## src/include/csie_pkg.sv

```systemverilog
// Purpose: Shared constants and types of the card socket interrupt events block.
// Assumes: APB register access, one socket, 100 MHz mclk_in.
// Notes: Offsets are byte addresses, one aligned 32-bit word per register.
package csie_pkg;

  // ----------------------------------------------------------------
  // Register map
  // ----------------------------------------------------------------
  localparam int ADDR_W = 12;
  localparam logic [11:0] OFF_CTRL = 12'h000;
  localparam logic [11:0] OFF_ROUTE = 12'h004;
  localparam logic [11:0] OFF_LMASK = 12'h008;
  localparam logic [11:0] OFF_LFLAG = 12'h00C;
  localparam logic [11:0] OFF_SMASK = 12'h010;
  localparam logic [11:0] OFF_SEVT = 12'h014;
  localparam logic [11:0] OFF_STAT = 12'h018;

  // ----------------------------------------------------------------
  // Control fields and reset values
  // ----------------------------------------------------------------
  localparam int CT_TYPE_LSB = 0;
  localparam int CT_W1C_BIT = 2;
  localparam int CT_TIE_BIT = 3;
  localparam int CT_MODE_LSB = 4;
  localparam int CT_CSC_ISA_BIT = 6;
  localparam int CT_FN_ISA_BIT = 7;
  localparam int CT_CSC_IRQ_LSB = 8;
  localparam int CT_FN_IRQ_LSB = 12;
  localparam logic [15:0] CTRL_RST = 16'h0030;
  localparam logic [27:0] ROUTE_RST = 28'h000_0000;
  localparam logic [3:0] MASK_RST = 4'h0;
  localparam logic [1:0] CARD_MEM = 2'h0;
  localparam logic [1:0] CARD_IO = 2'h1;
  localparam logic [1:0] CARD_CB = 2'h2;
  localparam logic [1:0] MODE_PCI = 2'h0;
  localparam logic [1:0] MODE_ISA_PCI = 2'h1;
  localparam logic [1:0] MODE_SER_PCI = 2'h2;
  localparam logic [1:0] MODE_SER_ALL = 2'h3;

  // ----------------------------------------------------------------
  // Flag layout and pins
  // ----------------------------------------------------------------
  localparam int FLAG_W = 4;
  localparam int LF_BATT1 = 0;
  localparam int LF_BATT2 = 1;
  localparam int LF_READY = 2;
  localparam int LF_PWR = 3;
  localparam int SE_STS = 0;
  localparam int SE_CD1 = 1;
  localparam int SE_CD2 = 2;
  localparam int SE_PWR = 3;
  localparam int MF_PINS = 7;
  localparam int MF_INTA = 0;
  localparam int MF_INTB = 1;
  localparam int MF_SER = 3;

  // ----------------------------------------------------------------
  // Serialized stream timing, in mclk_in cycles
  // ----------------------------------------------------------------
  localparam logic [4:0] SER_START_CYC = 5'h04;
  localparam logic [4:0] SER_SLOT_CYC = 5'h03;
  localparam logic [4:0] SER_SLOTS = 5'h12;
  localparam logic [4:0] SER_STOP_CYC = 5'h02;
  localparam logic [4:0] SER_IDLE_CYC = 5'h08;
  typedef enum logic [1:0] {SER_IDLE, SER_START, SER_SLOT, SER_STOP} csie_ser_state_type;

endpackage

```

## src/include/csie_flag_if.sv

```systemverilog
// Purpose: Carries one bank of event levels, controls, clears and flags.
// Assumes: Driven by the top module, served by csie_flag_bank.
// Notes: W is the number of flags in the bank.
interface csie_flag_if #(parameter int W = 4);
  logic [W-1:0] lvl;
  logic [W-1:0] anyedge;
  logic [W-1:0] ena;
  logic [W-1:0] clr;
  logic [W-1:0] flag;
  modport bank (input lvl, input anyedge, input ena, input clr, output flag);
  modport ctrl (output lvl, output anyedge, output ena, output clr, input flag);
endinterface

```

## src/csie_top.sv

```systemverilog
// Purpose: Socket interrupt events: flags, masks, routing and pin signalling.
// Assumes: Card pins synchronous to mclk_in, asserted high at the ports, except the detect pins, which an inserted card grounds.
// Notes: Multifunction pins are open drain except driven ISA IRQ levels.
//
// Design decisions made here: register access over APB and the register offsets.
module csie_top (
  // Clock and reset
  input wire logic mclk_in,
  input wire logic rst_b_in,
  // APB slave
  input wire logic psel_in,
  input wire logic penable_in,
  input wire logic pwrite_in,
  input wire logic [csie_pkg::ADDR_W-1:0] paddr_in,
  input wire logic [31:0] pwdata_in,
  output logic pready_out,
  output logic pslverr_out,
  output logic [31:0] prdata_out,
  // Card socket pins
  input wire logic card_detect_one_in,
  input wire logic card_detect_two_in,
  input wire logic battery_detect_one_in,
  input wire logic battery_detect_two_in,
  input wire logic card_ready_in,
  input wire logic power_cycle_done_in,
  // Request of the companion socket function
  input wire logic other_socket_irq_in,
  // Multifunction pins
  input wire logic [csie_pkg::MF_PINS-1:0] multifunction_pins_in,
  output logic [csie_pkg::MF_PINS-1:0] multifunction_pins_out,
  output logic [csie_pkg::MF_PINS-1:0] multifunction_pins_oe_out
);
  import csie_pkg::*;

  // ----------------------------------------------------------------
  // State
  // ----------------------------------------------------------------
  typedef struct packed {
    logic pready;
    logic pslverr;
    logic [31:0] prdata;
    logic [15:0] ctrl;
    logic [27:0] route;
    logic [3:0] lmask;
    logic [3:0] smask;
    csie_ser_state_type ser;
    logic [4:0] cnt;
    logic [4:0] slot;
    logic [MF_PINS-1:0] mf_out;
    logic [MF_PINS-1:0] mf_oe;
  } csie_top_state_type;

  csie_top_state_type st_r;
  csie_top_state_type st_nxt;

  csie_flag_if #(.W(FLAG_W)) leg_if ();
  csie_flag_if #(.W(FLAG_W)) sock_if ();

  logic [1:0] card_type;
  logic [1:0] mode;
  logic is_mem;
  logic is_io;
  logic is_cb;
  logic clr_by_write;
  logic tie;
  logic csc_isa;
  logic fn_isa;
  logic [3:0] csc_irq;
  logic [3:0] fn_irq;
  logic io_card_irq_request;
  logic cardbus_irq_request;
  logic func_req;
  logic csc_req;
  logic present;
  logic acc;
  logic done;
  logic wr_done;
  logic rd_done;
  logic [31:0] rd_word;
  logic rd_hit;
  logic [15:0] isa;
  logic f0_pci;
  logic inta;
  logic intb;
  logic ser_mode;
  logic ser_pci;
  logic [17:0] ser_lines;
  logic ser_drive;

  // ----------------------------------------------------------------
  // Control field decode
  // ----------------------------------------------------------------
  assign card_type = st_r.ctrl[CT_TYPE_LSB +: 2];
  assign mode = st_r.ctrl[CT_MODE_LSB +: 2];
  assign clr_by_write = st_r.ctrl[CT_W1C_BIT];
  assign tie = st_r.ctrl[CT_TIE_BIT];
  assign csc_isa = st_r.ctrl[CT_CSC_ISA_BIT];
  assign fn_isa = st_r.ctrl[CT_FN_ISA_BIT];
  assign csc_irq = st_r.ctrl[CT_CSC_IRQ_LSB +: 4];
  assign fn_irq = st_r.ctrl[CT_FN_IRQ_LSB +: 4];
  assign is_mem = (card_type == CARD_MEM);
  assign is_io = (card_type == CARD_IO);
  assign is_cb = (card_type == CARD_CB);

  // ----------------------------------------------------------------
  // Shared card pins, read by card type
  // ----------------------------------------------------------------
  // One physical pin carries ready or the request; levels, gated by type
  assign io_card_irq_request = card_ready_in & is_io;
  assign cardbus_irq_request = card_ready_in & is_cb;
  // Memory cards never raise a functional request
  assign func_req = io_card_irq_request | cardbus_irq_request;
  // Detect pins are grounded by an inserted card
  assign present = ~card_detect_one_in & ~card_detect_two_in;

  // ----------------------------------------------------------------
  // Legacy flag bank
  // ----------------------------------------------------------------
  // Bit 0 is a battery transition on memory cards, a status assertion on I/O
  assign leg_if.lvl = {power_cycle_done_in, card_ready_in, battery_detect_two_in,
                       battery_detect_one_in};
  assign leg_if.anyedge = {1'b0, 1'b1, 1'b1, is_mem};
  assign leg_if.ena = {~is_cb, is_mem, is_mem, ~is_cb};

  // Clear method chosen by the control bit; a read clears what it returned
  always_comb begin
    leg_if.clr = '0;
    if (wr_done && (paddr_in == OFF_LFLAG) && clr_by_write) begin
      leg_if.clr = pwdata_in[FLAG_W-1:0];
    end else if (rd_done && (paddr_in == OFF_LFLAG) && !clr_by_write) begin
      leg_if.clr = st_r.prdata[FLAG_W-1:0];
    end
  end

  csie_flag_bank #(.W(FLAG_W)) u_leg_bank (
    .mclk_in(mclk_in),
    .rst_b_in(rst_b_in),
    .fi(leg_if)
  );

  // ----------------------------------------------------------------
  // Socket event bank
  // ----------------------------------------------------------------
  // Card detect is watched whatever card is in the socket
  // Raw pin level; gating it by card type would fake an edge on a type change
  assign sock_if.lvl = {power_cycle_done_in, card_detect_two_in, card_detect_one_in,
                        battery_detect_one_in};
  assign sock_if.anyedge = {1'b0, 1'b1, 1'b1, 1'b0};
  assign sock_if.ena = {is_cb, 1'b1, 1'b1, is_cb};

  // Write of 1 clears a socket event
  always_comb begin
    sock_if.clr = '0;
    if (wr_done && (paddr_in == OFF_SEVT)) begin
      sock_if.clr = pwdata_in[FLAG_W-1:0];
    end
  end

  csie_flag_bank #(.W(FLAG_W)) u_sock_bank (
    .mclk_in(mclk_in),
    .rst_b_in(rst_b_in),
    .fi(sock_if)
  );

  // ----------------------------------------------------------------
  // Interrupt sources and routing
  // ----------------------------------------------------------------
  // Status change request while any enabled flag is pending
  assign csc_req = |(leg_if.flag & st_r.lmask) | |(sock_if.flag & st_r.smask);

  // Separate ISA lines for status change and functional requests
  always_comb begin
    isa = '0;
    if (csc_req && csc_isa) begin
      isa[csc_irq] = 1'b1;
    end
    if (func_req && fn_isa) begin
      isa[fn_irq] = 1'b1;
    end
  end

  // Requests not steered to ISA go to this function's PCI line
  assign f0_pci = (csc_req & ~csc_isa) | (func_req & ~fn_isa);
  assign inta = f0_pci | (tie & other_socket_irq_in);
  assign intb = ~tie & other_socket_irq_in;

  // Serial stream carries PCI lines only in the all-serial mode
  assign ser_mode = (mode == MODE_SER_PCI) || (mode == MODE_SER_ALL);
  assign ser_pci = (mode == MODE_SER_ALL);
  assign ser_lines = {ser_pci & intb, ser_pci & inta, isa};

  // ----------------------------------------------------------------
  // APB access
  // ----------------------------------------------------------------
  // One wait state: pready rises in the second access cycle
  assign acc = psel_in & penable_in;
  assign done = acc & st_r.pready;
  assign wr_done = done & pwrite_in;
  assign rd_done = done & ~pwrite_in;

  // Read data mux; reserved bits read as zero
  always_comb begin
    rd_word = '0;
    rd_hit = 1'b1;
    case (paddr_in)
      OFF_CTRL: begin
        rd_word = {16'h0000, st_r.ctrl};
      end
      OFF_ROUTE: begin
        rd_word = {4'h0, st_r.route};
      end
      OFF_LMASK: begin
        rd_word = {28'h000_0000, st_r.lmask};
      end
      OFF_LFLAG: begin
        rd_word = {28'h000_0000, leg_if.flag};
      end
      OFF_SMASK: begin
        rd_word = {28'h000_0000, st_r.smask};
      end
      OFF_SEVT: begin
        rd_word = {28'h000_0000, sock_if.flag};
      end
      OFF_STAT: begin
        rd_word = {17'h0_0000, multifunction_pins_in, 5'h00, present, csc_req, func_req};
      end
      default: begin
        rd_hit = 1'b0;
      end
    endcase
  end

  // ----------------------------------------------------------------
  // Next state: bus, registers, serial stream and pins
  // ----------------------------------------------------------------
  always_comb begin
    st_nxt = st_r;
    ser_drive = 1'b0;

    // Answer the access; data latched so the read clear sees what was sent
    st_nxt.pready = acc & ~st_r.pready;
    if (acc && !st_r.pready) begin
      st_nxt.pslverr = ~rd_hit;
      st_nxt.prdata = pwrite_in ? 32'h0000_0000 : rd_word;
    end else if (done) begin
      st_nxt.pslverr = 1'b0;
    end

    // Writable registers change at the completing edge only
    if (wr_done && rd_hit) begin
      case (paddr_in)
        OFF_CTRL: begin
          st_nxt.ctrl = pwdata_in[15:0];
        end
        OFF_ROUTE: begin
          st_nxt.route = pwdata_in[27:0];
        end
        OFF_LMASK: begin
          st_nxt.lmask = pwdata_in[3:0];
        end
        OFF_SMASK: begin
          st_nxt.smask = pwdata_in[3:0];
        end
        default: begin
        end
      endcase
    end

    // Serialized stream: start, one slot per line, stop, idle gap
    case (st_r.ser)
      SER_IDLE: begin
        st_nxt.cnt = st_r.cnt + 5'h01;
        if (st_r.cnt == SER_IDLE_CYC - 5'h01) begin
          st_nxt.ser = SER_START;
          st_nxt.cnt = '0;
        end
      end
      SER_START: begin
        ser_drive = 1'b1;
        st_nxt.cnt = st_r.cnt + 5'h01;
        if (st_r.cnt == SER_START_CYC - 5'h01) begin
          st_nxt.ser = SER_SLOT;
          st_nxt.cnt = '0;
          st_nxt.slot = '0;
        end
      end
      SER_SLOT: begin
        // An active line pulls low in the first cycle of its slot
        ser_drive = (st_r.cnt == 5'h00) && ser_lines[st_r.slot];
        st_nxt.cnt = st_r.cnt + 5'h01;
        if (st_r.cnt == SER_SLOT_CYC - 5'h01) begin
          st_nxt.cnt = '0;
          st_nxt.slot = st_r.slot + 5'h01;
          if (st_r.slot == SER_SLOTS - 5'h01) begin
            st_nxt.ser = SER_STOP;
          end
        end
      end
      SER_STOP: begin
        ser_drive = 1'b1;
        st_nxt.cnt = st_r.cnt + 5'h01;
        if (st_r.cnt == SER_STOP_CYC - 5'h01) begin
          st_nxt.ser = SER_IDLE;
          st_nxt.cnt = '0;
        end
      end
      default: begin
        st_nxt.ser = SER_IDLE;
        st_nxt.cnt = '0;
      end
    endcase
    // Stream frozen outside the serial modes so it restarts cleanly
    if (!ser_mode) begin
      st_nxt.ser = SER_IDLE;
      st_nxt.cnt = '0;
      st_nxt.slot = '0;
    end

    // Pins released unless a mode claims them
    st_nxt.mf_out = '0;
    st_nxt.mf_oe = '0;
    // PCI lines are open drain, pulled low while asserted outside the all-serial mode
    if (mode != MODE_SER_ALL) begin
      st_nxt.mf_oe[MF_INTA] = inta;
      st_nxt.mf_oe[MF_INTB] = intb;
    end
    // Parallel ISA levels on the remaining pins, chosen per pin
    if (mode == MODE_ISA_PCI) begin
      for (int k = MF_INTB + 1; k < MF_PINS; k++) begin
        if (st_r.route[k*4 +: 4] != 4'h0) begin
          st_nxt.mf_oe[k] = 1'b1;
          st_nxt.mf_out[k] = isa[st_r.route[k*4 +: 4]];
        end
      end
    end
    // Serial stream owns its pin in the serial modes
    if (ser_mode) begin
      st_nxt.mf_oe[MF_SER] = ser_drive;
      st_nxt.mf_out[MF_SER] = 1'b0;
    end
  end

  // ----------------------------------------------------------------
  // State register
  // ----------------------------------------------------------------
  always_ff @(posedge mclk_in or negedge rst_b_in) begin
    if (!rst_b_in) begin
      st_r.pready <= 1'b0;
      st_r.pslverr <= 1'b0;
      st_r.prdata <= 32'h0000_0000;
      st_r.ctrl <= CTRL_RST;
      st_r.route <= ROUTE_RST;
      st_r.lmask <= MASK_RST;
      st_r.smask <= MASK_RST;
      st_r.ser <= SER_IDLE;
      st_r.cnt <= 5'h00;
      st_r.slot <= 5'h00;
      st_r.mf_out <= '0;
      st_r.mf_oe <= '0;
    end else begin
      st_r <= st_nxt;
    end
  end

  // ----------------------------------------------------------------
  // Outputs, all from flip-flops
  // ----------------------------------------------------------------
  assign pready_out = st_r.pready;
  assign pslverr_out = st_r.pslverr;
  assign prdata_out = st_r.prdata;
  assign multifunction_pins_out = st_r.mf_out;
  assign multifunction_pins_oe_out = st_r.mf_oe;

endmodule

```

## src/csie_flag_bank.sv

```systemverilog
// Purpose: Edge detection and sticky event flags for one register bank.
// Assumes: Levels are synchronous to mclk_in.
// Notes: Set wins over a clear in the same cycle.
module csie_flag_bank #(
  parameter int W = 4
) (
  // Clock and reset
  input wire logic mclk_in,
  input wire logic rst_b_in,
  // Event bank
  csie_flag_if.bank fi
);

  typedef struct packed {
    logic armed;
    logic [W-1:0] prev;
    logic [W-1:0] flag;
  } csie_bank_state_type;

  csie_bank_state_type st_r;
  csie_bank_state_type st_nxt;
  logic [W-1:0] hit;

  // ----------------------------------------------------------------
  // Next state
  // ----------------------------------------------------------------
  // Armed bit stops the first sampled level from looking like an edge
  always_comb begin
    st_nxt = st_r;
    st_nxt.armed = 1'b1;
    st_nxt.prev = fi.lvl;
    hit = {W{st_r.armed}} & fi.ena &
          ((fi.anyedge & (fi.lvl ^ st_r.prev)) | (~fi.anyedge & fi.lvl & ~st_r.prev));
    st_nxt.flag = (st_r.flag & ~fi.clr) | hit;
  end

  // State register
  always_ff @(posedge mclk_in or negedge rst_b_in) begin
    if (!rst_b_in) begin
      st_r <= '0;
    end else begin
      st_r <= st_nxt;
    end
  end

  assign fi.flag = st_r.flag;

endmodule

```

## config.mk

```make
export PLATFORM = sky130hd
export DESIGN_NAME = csie_top
export DESIGN_NICKNAME = d
export VERILOG_FILES = /design/src/include/csie_pkg.sv /design/src/include/csie_flag_if.sv /design/src/csie_top.sv /design/src/csie_flag_bank.sv
export SDC_FILE = /design/constraint.sdc
export NUM_CORES = 1
export LEC_CHECK = 0
export ABC_AREA = 1
export BUFFER_PORTS_ARGS = -buffer_cell sky130_fd_sc_hd__buf_4
export CORE_ASPECT_RATIO = 0.6
export CORE_MARGIN = 4
export CORE_UTILIZATION = 50
export CTS_BUF_LIST = sky130_fd_sc_hd__clkbuf_16
export CTS_CLUSTER_DIAMETER = 30
export DETAILED_ROUTE_END_ITERATION = 6
export PLACE_DENSITY = 0.76
export SETUP_SLACK_MARGIN = 0.2
export SLEW_MARGIN = 20
export SYNTH_ARGS = -nofsm -noshare
export SYNTH_HDL_FRONTEND = slang
export SYNTH_SLANG_ARGS = --single-unit
```

## constraint.sdc

```tcl
create_clock -name mclk_in -period 1.62 [get_ports mclk_in]
set_input_delay 0.243 -clock mclk_in [delete_from_list [all_inputs] [get_ports mclk_in]]
set_output_delay 0.243 -clock mclk_in [all_outputs]
set_load 0.02 [all_outputs]
```

; ---- Word-level counts from Yosys, hierarchy flattened
; Cells that the tools add are included.
[word_totals]
inputBits = 63
ff_bits = 127
out_inout_bits = 48
romBits = 0
latch_bits = 0
mem_count = 0
wordCells = 191
ramBits = 0
[op_classes]
muxes = 50
addsub = 2
shift = 0
multipliers = 0
n_bitwise = 51
n_lt_le_gt_ge = 10
n_reduce_logical = 35
div = 0
eq_ne = 26
[ops]
columns = operator, count
row1 = $pmux W28 S7, 1
row2 = $and A4 B4 Y4, 11
row3 = $eq A12 B5 Y1 const B, 3
row4 = $mux W12, 3
row5 = $lt A4 B5 Y1 const B, 7
row6 = $mux W16, 2
row7 = $mux W32, 1
row8 = $pmux W7 S4, 1
row9 = $eq A12 B4 Y1 const B, 2
row10 = $mux W1, 23
row11 = $bmux W1 S4, 5
row12 = $reduce_bool A4 Y1, 5
row13 = $not A4 Y4, 4
row14 = $or A16 B16 Y16, 1
row15 = $ne A3 B3 Y1 const B, 5
row16 = $and A1 B1 Y1, 14
row17 = $mux W7, 2
row18 = $eq A12 B3 Y1 const B, 1
row19 = $logic_and A1 B1 Y1, 12
row20 = $logic_not A12 Y1, 1
row21 = $mux W4, 3
row22 = $or A4 B4 Y4, 3
row23 = $add A5 B1 Y5 const B, 2
row24 = $eq A2 B2 Y1 const B, 5
row25 = other kinds (33), 57

; ---- Logic depth before layout (Yosys ltp)
; Gate-level depths: netlist of the first run.
[logic_depth]
ltp_word = 12
depth_mapped = 17
depth_no_buf = 17

; ---- Modules after synthesis
; A second synthesis of the first run with hierarchy kept.
[hier_totals]
cells_unflattened = 972
area_unflattened_um2 = 7221.9
[modules_own_cells]
columns = mod, seq_area_each_um2, n_inst, cells_per_inst, area_per_inst_um2
row1 = csie_top, 2655.0, 1, 864, 6393.6
row2 = csie_flag_bank, 225.2, 2, 54, 414.1

; ---- Worst setup path after synthesis of the first run
; No wires, ideal clock.
[synth_timing]
kind = register to register
start = reg st_r, in the netlist pready_out
end = reg st_r, in the netlist fn_isa
setup_time_ns = 0.135
period_less_slack_ns = 1.658
path_stages_with_launch = 9
arrival_time_ns = 1.523
setup_slack_ns = -0.038
required_time_ns = 1.485
path_buffers = 1
cell_sequence = dfrtp_1 inv_1 nor2_1 inv_1 nor2_1 inv_1 nor2_1 clkbuf_1 o21ai_0
[synth_between]
elab_chain_cells = 4
[synth_lines]
columns = item, line_no
row1 = from (decl), csie_top.sv:53  ; csie_top_state_type st_r;
row2 = from (signal assigned), csie_top.sv:361  ; st_r <= st_nxt;
row3 = $and A1 B1 Y1, csie_top.sv:197  ; assign done = acc & st_r.pready;
row4 = $and A1 B1 Y1, csie_top.sv:198  ; assign wr_done = done & pwrite_in;
row5 = $logic_and A1 B1 Y1, csie_top.sv:250  ; if (wr_done && rd_hit) begin
row6 = $reduce_and A2 Y1 (no source line), --
; Every way passes these cells.
; A chain may end at the register's enable or synchronous reset.

==> results.ini, run 1 <==
[status]
status = complete, but fails checks
violations = setup timing

[sta]
rsz0062_at_grt = true
worst_slack_ns = -0.361
hold_ws_ns = 0.0367
slew_headroom_pct = 66.3
fin_crit_sh_pct = 122
max_freq_mhz = 505
period_needed_ns = 1.98
hold_viol = 0
slew_violations = 0
setup_violations = 15
worst_pin_slew_ns = 0.505
skew_ns = 0.0107

[cts]
clk_latency_ns = 0.42
clockBufferDepth = 2
cts_sinks = 121
cts_buffers = 17
cts_tree = yes
clkTransAtPathRegs_ns = 0.06
root_buffer = clkbuf_16
htree_num_levels = 4

[placed_design]
hpwl_um = 17100
placed_cells = 1261
gp_congestion = 0.962
place_area_um2 = 8730
portBuffers = 100

[finish]
final_net_count = 1208
layout-drive-gt1-share_pct = 45.2
fill_cells = 879
final_common_cell = buf_4
postLayoutCellArea_um2 = 10900
stdcell_count = 1343
diodes = 0
synthToLayoutAreaGrowth_pct = 52.9
fin_util_pct = 78.8
final_cell_mix = buf_4, nand2_1, dfrtp_1

[floorplan]
initial_utilization_pct = 51.5
die_y_um = 100
num_rows = 33
die_w_um = 162
dieArea_um2 = 16200
core-area_um2 = 13800
io_pins = 111

[power]
switchingPower_mw = 2.80
power.density_nw_per_um2 = 852
power_frac_comb_pct = 18.9
ir_drop_uv = 929
internal-power_mw = 6.46
swShare_pct = 30.2
seq_power_share_pct = 35.3
p_clk_share_pct = 45.8
total_leakage_power_nw = 5.24

[logic_synthesis]
ys_seq_elements = 121
synth_top_family_by_area = simple AND/OR/NAND/NOR gates
syn_area_per_cell_um2 = 7.78
synthAdderAreaFrac_pct = 1.23
postSynthCellCount = 913
synth-simple-area-share_pct = 24.0
synth-seq-area-share_pct = 42.7
synth-compound-area-share_pct = 18.4
yosys_warnings = 0
synth_area_um2 = 7100
synth_xor_area_share_pct = 0.740
synthMuxAreaShare_pct = 0.634
synth_cell_types = 49
ys.flop_type = dfrtp_1
ys_async_sr_fraction_pct = 100
synth_edf_count = 0

[critical_path]
critPathTopFamily = simple AND/OR/NAND/NOR gates
cp.depth = 12
criticalPathCategory = flip-flop to flip-flop
path_buf_inv = 0
cpPeakStageDelay_ns = 0.40
cp.required_ns = 1.92
reg2reg_depth = 12
critPathLaunchType = flip-flop
worstPathMaxFanout = 5
arrival_ns = 2.28
end_kind = flip-flop
crit_slowest_cell = dfrtp_1
cp_cell_sequence = nand2_2 -> nand2_2 -> nor2_4 -> nand2_4 -> nand3_1 -> nand2_1 -> a21oi_1 -> o21ai_2 -> nand3_1 -> nand3_1 -> nand2_1 -> a21oi_2
crit_top_cell = nand3_1

[global_routing]
grt_pass1_vias = 7195
grt_usage_pct = 30.6
grt_max_degree = 53
antenna_found_initial = 0
grt_first_pass_wirelength_um = 39100
overflow = 0

[detailed_routing]
first_pass_iters = 6
vias = 7987
wl_per_cell_um = 21.2
antenna_left = 0
drc = 0
drt_iter0_drc = 1180
wirelength_um = 28400
viasPerCell = 5.95

[hold_path]
holdPathStages = 3
hp-class = primary input to flip-flop

[flow_run]
maxCapViolations = 0

[tightest hold or removal path: cells and delay by family]
| family | cells | cell delay (ns) |
|---|---|---|
| buffers and inverters | 1 | 0.09 |
| AND/OR/NAND/NOR | 1 | 0.05 |
| AO/OA/AOI/OAI | 1 | 0.04 |
[layout make-up]
| class | count | area (um2) | area share, % |
|---|---|---|---|
| repair buffers | 270 | 2410 | 22.2 |
| well taps | 192 | 240 | 2.21 |
| inverters | 100 | 392 | 3.61 |
| clock inverters | 15 | 210 | 1.94 |
| clock buffers | 17 | 425 | 3.92 |
| multi-input cells | 628 | 4150 | 38.2 |
| flip-flops and latches | 121 | 3030 | 27.9 |
[per-stage QoR]
step                setup TNS [ns]  setup WS, ns  total power, mW
finish                       -2.96        -0.361             9.26
floorplan                        0       0.00447             4.08
detailed placement           -7.66        -0.315             4.59
global route                 -4.99        -0.458             9.55
global placement             -5.81        -0.365             4.58
CTS                          -1.26        -0.233             8.98
[registers in the layout, indices dropped and copies added (netlist names), 3 cells and up]
register	count
prdata_out	28
fn_irq	4
multifunction_pins_out	5
u_leg_bank.st_r	3
u_sock_bank.st_r	4
u_sock_bank.fi.flag	4
multifunction_pins_oe_out	7
u_leg_bank.fi.flag	4
st_r	49
csc_irq	4
[Yosys cell counts (4+ instances only)]
cell	instances	area, um2
o22ai_1	5	31.3
o21ai_0	48	240
a22o_1	7	61.3
o21ai_1	46	230
nand4_1	7	43.8
nor2_1	88	330
nand2_1	178	668
buf_2	6	30.0
xor2_1	4	35.0
dfrtp_1	119	2980
inv_1	82	308
a221oi_1	4	35.0
nand3_2	8	80.1
o31ai_1	4	30.0
clkbuf_1	12	45.0
a21oi_1	62	310
nor2_2	8	50.1
a31oi_1	9	56.3
nand2_2	14	87.6
buf_4	47	353
ha_1	7	87.6
nor3_1	9	45.0
mux2_2	4	45.0
a32o_1	16	160
o211ai_1	8	60.1
nand3_1	60	300
inv_2	12	45.0
clkinv_1	6	22.5
[path summary, 6_finish.rpt]
kind	start	to	slack (ns)
worst max-delay path	u_leg_bank.fi.flag[0]	multifunction_pins_out[2]	-0.36
worst min-delay path	pwdata_in[5]	mode[1]	0.04
worst max register to register	u_leg_bank.fi.flag[0]	multifunction_pins_out[2]	-0.36
worst min register to register	prdata_out[16]	prdata_out[16]	0.49
max in group asynchronous	rst_b_in	mode[0]	0.88
min in group asynchronous	rst_b_in	pready_out	0.37
[layer usage]
layer  vias up  GRT usage (%)  share of wire, %
met5         -              0                 0
li1       3486              -                 -
met1      3813           46.3                42
met2       602           43.4                42
met4         0           6.11               2.8
met3        86           9.31                12
[timing repair]
| action | CTS | global route |
|---|---|---|
| hold buffers | 6 | 0 |
| cloned | 6 | 5 |
| setup buffers | 15 | 18 |
| hold endpoints to repair | 124 | 0 |
| gates resized for setup | 94 | 182 |
| pin swaps | 23 | 42 |
| endpoints found under the setup margin | 68 | 104 |
[cells by family (layout without fill, tap and decap cells)]
kind of cell	after synthesis	count (layout)
AO/OA/AOI/OAI	220	220
XOR/XNOR	6	6
adder cells (fa/ha/maj)	7	7
buffers and inverters	171	402
flip-flops	121	121
multiplexers	4	4
other	2	7
AND/OR/NAND/NOR	382	384
[power by group through the flow]
stage          combinational (mW)  clock, mW  sequential (mW)
2_1_floorplan               0.777          0             3.30
3_3_place_gp                 1.28          0             3.30
3_5_place_dp                 1.29          0             3.30
4_1_cts                      1.54       4.18             3.25
5_1_grt                      1.90       4.37             3.28
6_report                     1.75       4.24             3.26
No activity file was read; power rests on OpenSTA's default activity.
==> run 2: changes to the inputs <==
--- a/config.mk
+++ b/config.mk
@@ -5,7 +5,6 @@
 export SDC_FILE = /design/constraint.sdc
 export NUM_CORES = 1
 export LEC_CHECK = 0
-export ABC_AREA = 1
 export BUFFER_PORTS_ARGS = -buffer_cell sky130_fd_sc_hd__buf_4
 export CORE_ASPECT_RATIO = 0.6
 export CORE_MARGIN = 4
==> results.ini, run 2 <==
[cts]
cts_tree = yes  ; unchanged
root_buffer = clkbuf_16  ; unchanged
cts_sinks = 121  ; unchanged
clockBufferDepth = 2  ; unchanged
clkTransAtPathRegs_ns = 0.06  ; about the same
clk_latency_ns = 0.42  ; about the same
htree_num_levels = 4  ; unchanged
cts_buffers = 17  ; unchanged

[critical_path]
critPathLaunchType = flip-flop  ; unchanged
worstPathMaxFanout = 5  ; unchanged
cp.required_ns = 1.95  ; was 1.92 ns
criticalPathCategory = flip-flop to flip-flop  ; unchanged
end_kind = flip-flop  ; unchanged
arrival_ns = 2.81  ; was 2.28 ns

[logic_synthesis]
ys.flop_type = dfrtp_1  ; unchanged
syn_area_per_cell_um2 = 10.1  ; was 7.78 um2
synth_area_um2 = 6900  ; was 7100 um2
synth-seq-area-share_pct = 43.9  ; was 42.7%
post-synth-top-count-cell = dfrtp_1  ; was nand2_1
synth_area_leaders = dfrtp_1, mux2_2, buf_4, o21ai_0, nand2_1  ; was dfrtp_1, nand2_1, buf_4, nor2_1, a21oi_1
synth_edf_count = 0  ; unchanged
yosys_warnings = 0  ; unchanged
synth_top_area_share_pct = 43.1  ; was 41.9%
synth_commonest_cells = dfrtp_1, nand2_1, mux2_2, buf_4, o21ai_0  ; was nand2_1, dfrtp_1, nor2_1, inv_1, a21oi_1
ys_async_sr_fraction_pct = 100  ; unchanged
synth_cell_types = 61  ; was 49
ys_seq_elements = 121  ; unchanged
yosys.area.top_type = dfrtp_1  ; unchanged
postSynthCellCount = 683  ; was 913

[finish]
fin_util_pct = 81.6  ; was 78.8%
largest_reg_flops = 49  ; unchanged
final_cell_mix = buf_4, dfrtp_1, mux2_4  ; was buf_4, nand2_1, dfrtp_1
postLayoutCellArea_um2 = 10800  ; was 10,900 um2
final_common_cell = buf_4  ; unchanged
synthToLayoutAreaGrowth_pct = 55.8  ; was 52.9%
regMostFlops = st_r  ; unchanged
final_net_count = 989  ; was 1,208
diodes = 0  ; unchanged
layout-drive-gt1-share_pct = 55.6  ; was 45.2%

[sta]
fin_crit_sh_pct = 153  ; was 122%
rsz0062_at_grt = true  ; unchanged
worst_pin_slew_ns = 1.18  ; was 0.505 ns
hold_ws_ns = 0.0482  ; was 0.0367 ns
skew_ns = 0.00785  ; was 0.0107 ns
worst_slack_ns = -0.864  ; was -0.361 ns
period_needed_ns = 2.48  ; was 1.98 ns
slew_violations = 0  ; unchanged
max_freq_mhz = 403  ; was 505 MHz
setup_violations = 76  ; was 15
hold_viol = 0  ; unchanged
slew_headroom_pct = 20.4  ; was 66.3%

[power]
power.density_nw_per_um2 = 691  ; was 852 nW/um2
total_leakage_power_nw = 4.79  ; was 5.24 nW
ir_drop_uv = 576  ; was 929 uV

[placed_design]
gp_congestion = 0.959  ; was 0.962
place_area_um2 = 8850  ; was 8730 um2
hpwl_um = 17500  ; was 17,100 um
portBuffers = 100  ; unchanged

[global_routing]
grt_usage_pct = 32.2  ; was 30.6%
grt_max_degree = 39  ; was 53
overflow = 0  ; unchanged
grt_pass1_vias = 6677  ; was 7,195
antenna_found_initial = 0  ; unchanged
grt_first_pass_wirelength_um = 39500  ; was 39,100 um

[detailed_routing]
first_pass_iters = 5  ; was 6
drt_iter0_drc = 839  ; was 1,180
viasPerCell = 6.27  ; was 5.95
vias = 6915  ; was 7,987
wl_per_cell_um = 24.7  ; was 21.2 um
antenna_left = 0  ; unchanged
drc = 0  ; unchanged
wirelength_um = 27200  ; was 28,400 um

[floorplan]
die_y_um = 99.0  ; was 100 um
num_rows = 32  ; was 33
core-area_um2 = 13200  ; was 13,800 um2
dieArea_um2 = 15800  ; was 16,200 um2
die_w_um = 160  ; was 162 um
io_pins = 111  ; unchanged
initial_utilization_pct = 52.4  ; was 51.5%

[status]
status = complete, but fails checks  ; unchanged
violations = setup timing  ; unchanged

[flow_run]
maxCapViolations = 0  ; unchanged

[hold_path]
hp-class = primary input to flip-flop  ; unchanged

[run 2: layer usage]
metal | track usage (%) | vias to the layer above | routed length, um
li1 | - | 2933 | -
met1 | 50.1 | 3483 | 12100
met2 | 45.1 | 466 | 11400
met3 | 7.73 | 33 | 3320
met4 | 7.53 | 0 | 409
met5 | 0 | - | 0
[run 2: critical path, cell delays in order (launching register included)]
cell	delay [ns]
dfrtp_2	0.45
xor2_4	0.25
nand4_1	0.16
buf_6	0.17
a2bb2oi_4	0.17
mux4_2	0.51
and3b_1	0.20
or3_1	0.31
a31oi_1	0.17
[run 2: repair_timing]
action / 4_1_cts / 5_1_grt
pin swaps: 41 / 46
cloned: 3 / 5
setup buffers: 21 / 15
endpoints found under the hold margin: 28 / 0
gates resized for setup: 129 / 80
endpoints found under the setup margin: 102 / 106
hold buffers: 6 / 0
[run 2: kinds of logic (layout without fill, tap and decap cells)]
| group | Yosys count | count (layout) | synth area share (%) |
|---|---|---|---|
| muxes | 76 | 76 | 13.8 |
| AOI/OAI and AO/OA | 145 | 145 | 14.8 |
| other | 2 | 7 | 0.109 |
| adders and majority gates | 7 | 7 | 1.27 |
| and+or+nand+nor | 216 | 217 | 16.6 |
| buffers and inverters | 108 | 351 | 8.46 |
| xor gates and xnor gates | 8 | 8 | 1.12 |
| DFF | 121 | 121 | 43.9 |
[run 2: metrics by stage]
step | worst slack (ns) | power [mW] | instances | TNS [ns]
2_1_floorplan | -0.597 | 3.20 | 688 | -27.38
3_3_place_gp | -0.913 | 3.46 | 1020 | -42.43
3_5_place_dp | -0.903 | 3.47 | 1020 | -46.86
4_1_cts | -0.755 | 7.38 | 1082 | -8.72
5_1_grt | -0.913 | 7.58 | 1102 | -15.92
6_report | -0.864 | 7.43 | 1102 | -12.03
[run 2: report_power, final]
part	switching (mW)	internal, mW	leakage [nW]
clock	1.54	2.42	0.287
combinational	0.237	0.189	2.91
sequential	0.00848	3.04	1.59
total	1.78	5.65	4.79
[run 2: cell type report]
class	count	area, um2
Inverter	18	70.1
Fill cell	760	2420
Clock buffer	17	425
Timing Repair Buffer	301	2660
Clock inverter	15	178
Tap cell	170	213
Multi-Input combinational cell	460	4170
Sequential cell	121	3040
[run 2: path summary, 6_finish.rpt]
kind	end	slack [ns]	from	cells past startpoint
min reg2reg	prdata_out[8]	0.49	prdata_out[8]	2
max in group asynchronous	multifunction_pins_oe_out[4]	0.73	rst_b_in	3
min	st_r[51]	0.05	pwdata_in[17]	3
max	multifunction_pins_out[2]	-0.86	card_type[1]	8
max reg2reg	multifunction_pins_out[2]	-0.86	card_type[1]	8
min in group asynchronous	u_sock_bank.st_r[8]	0.31	rst_b_in	2
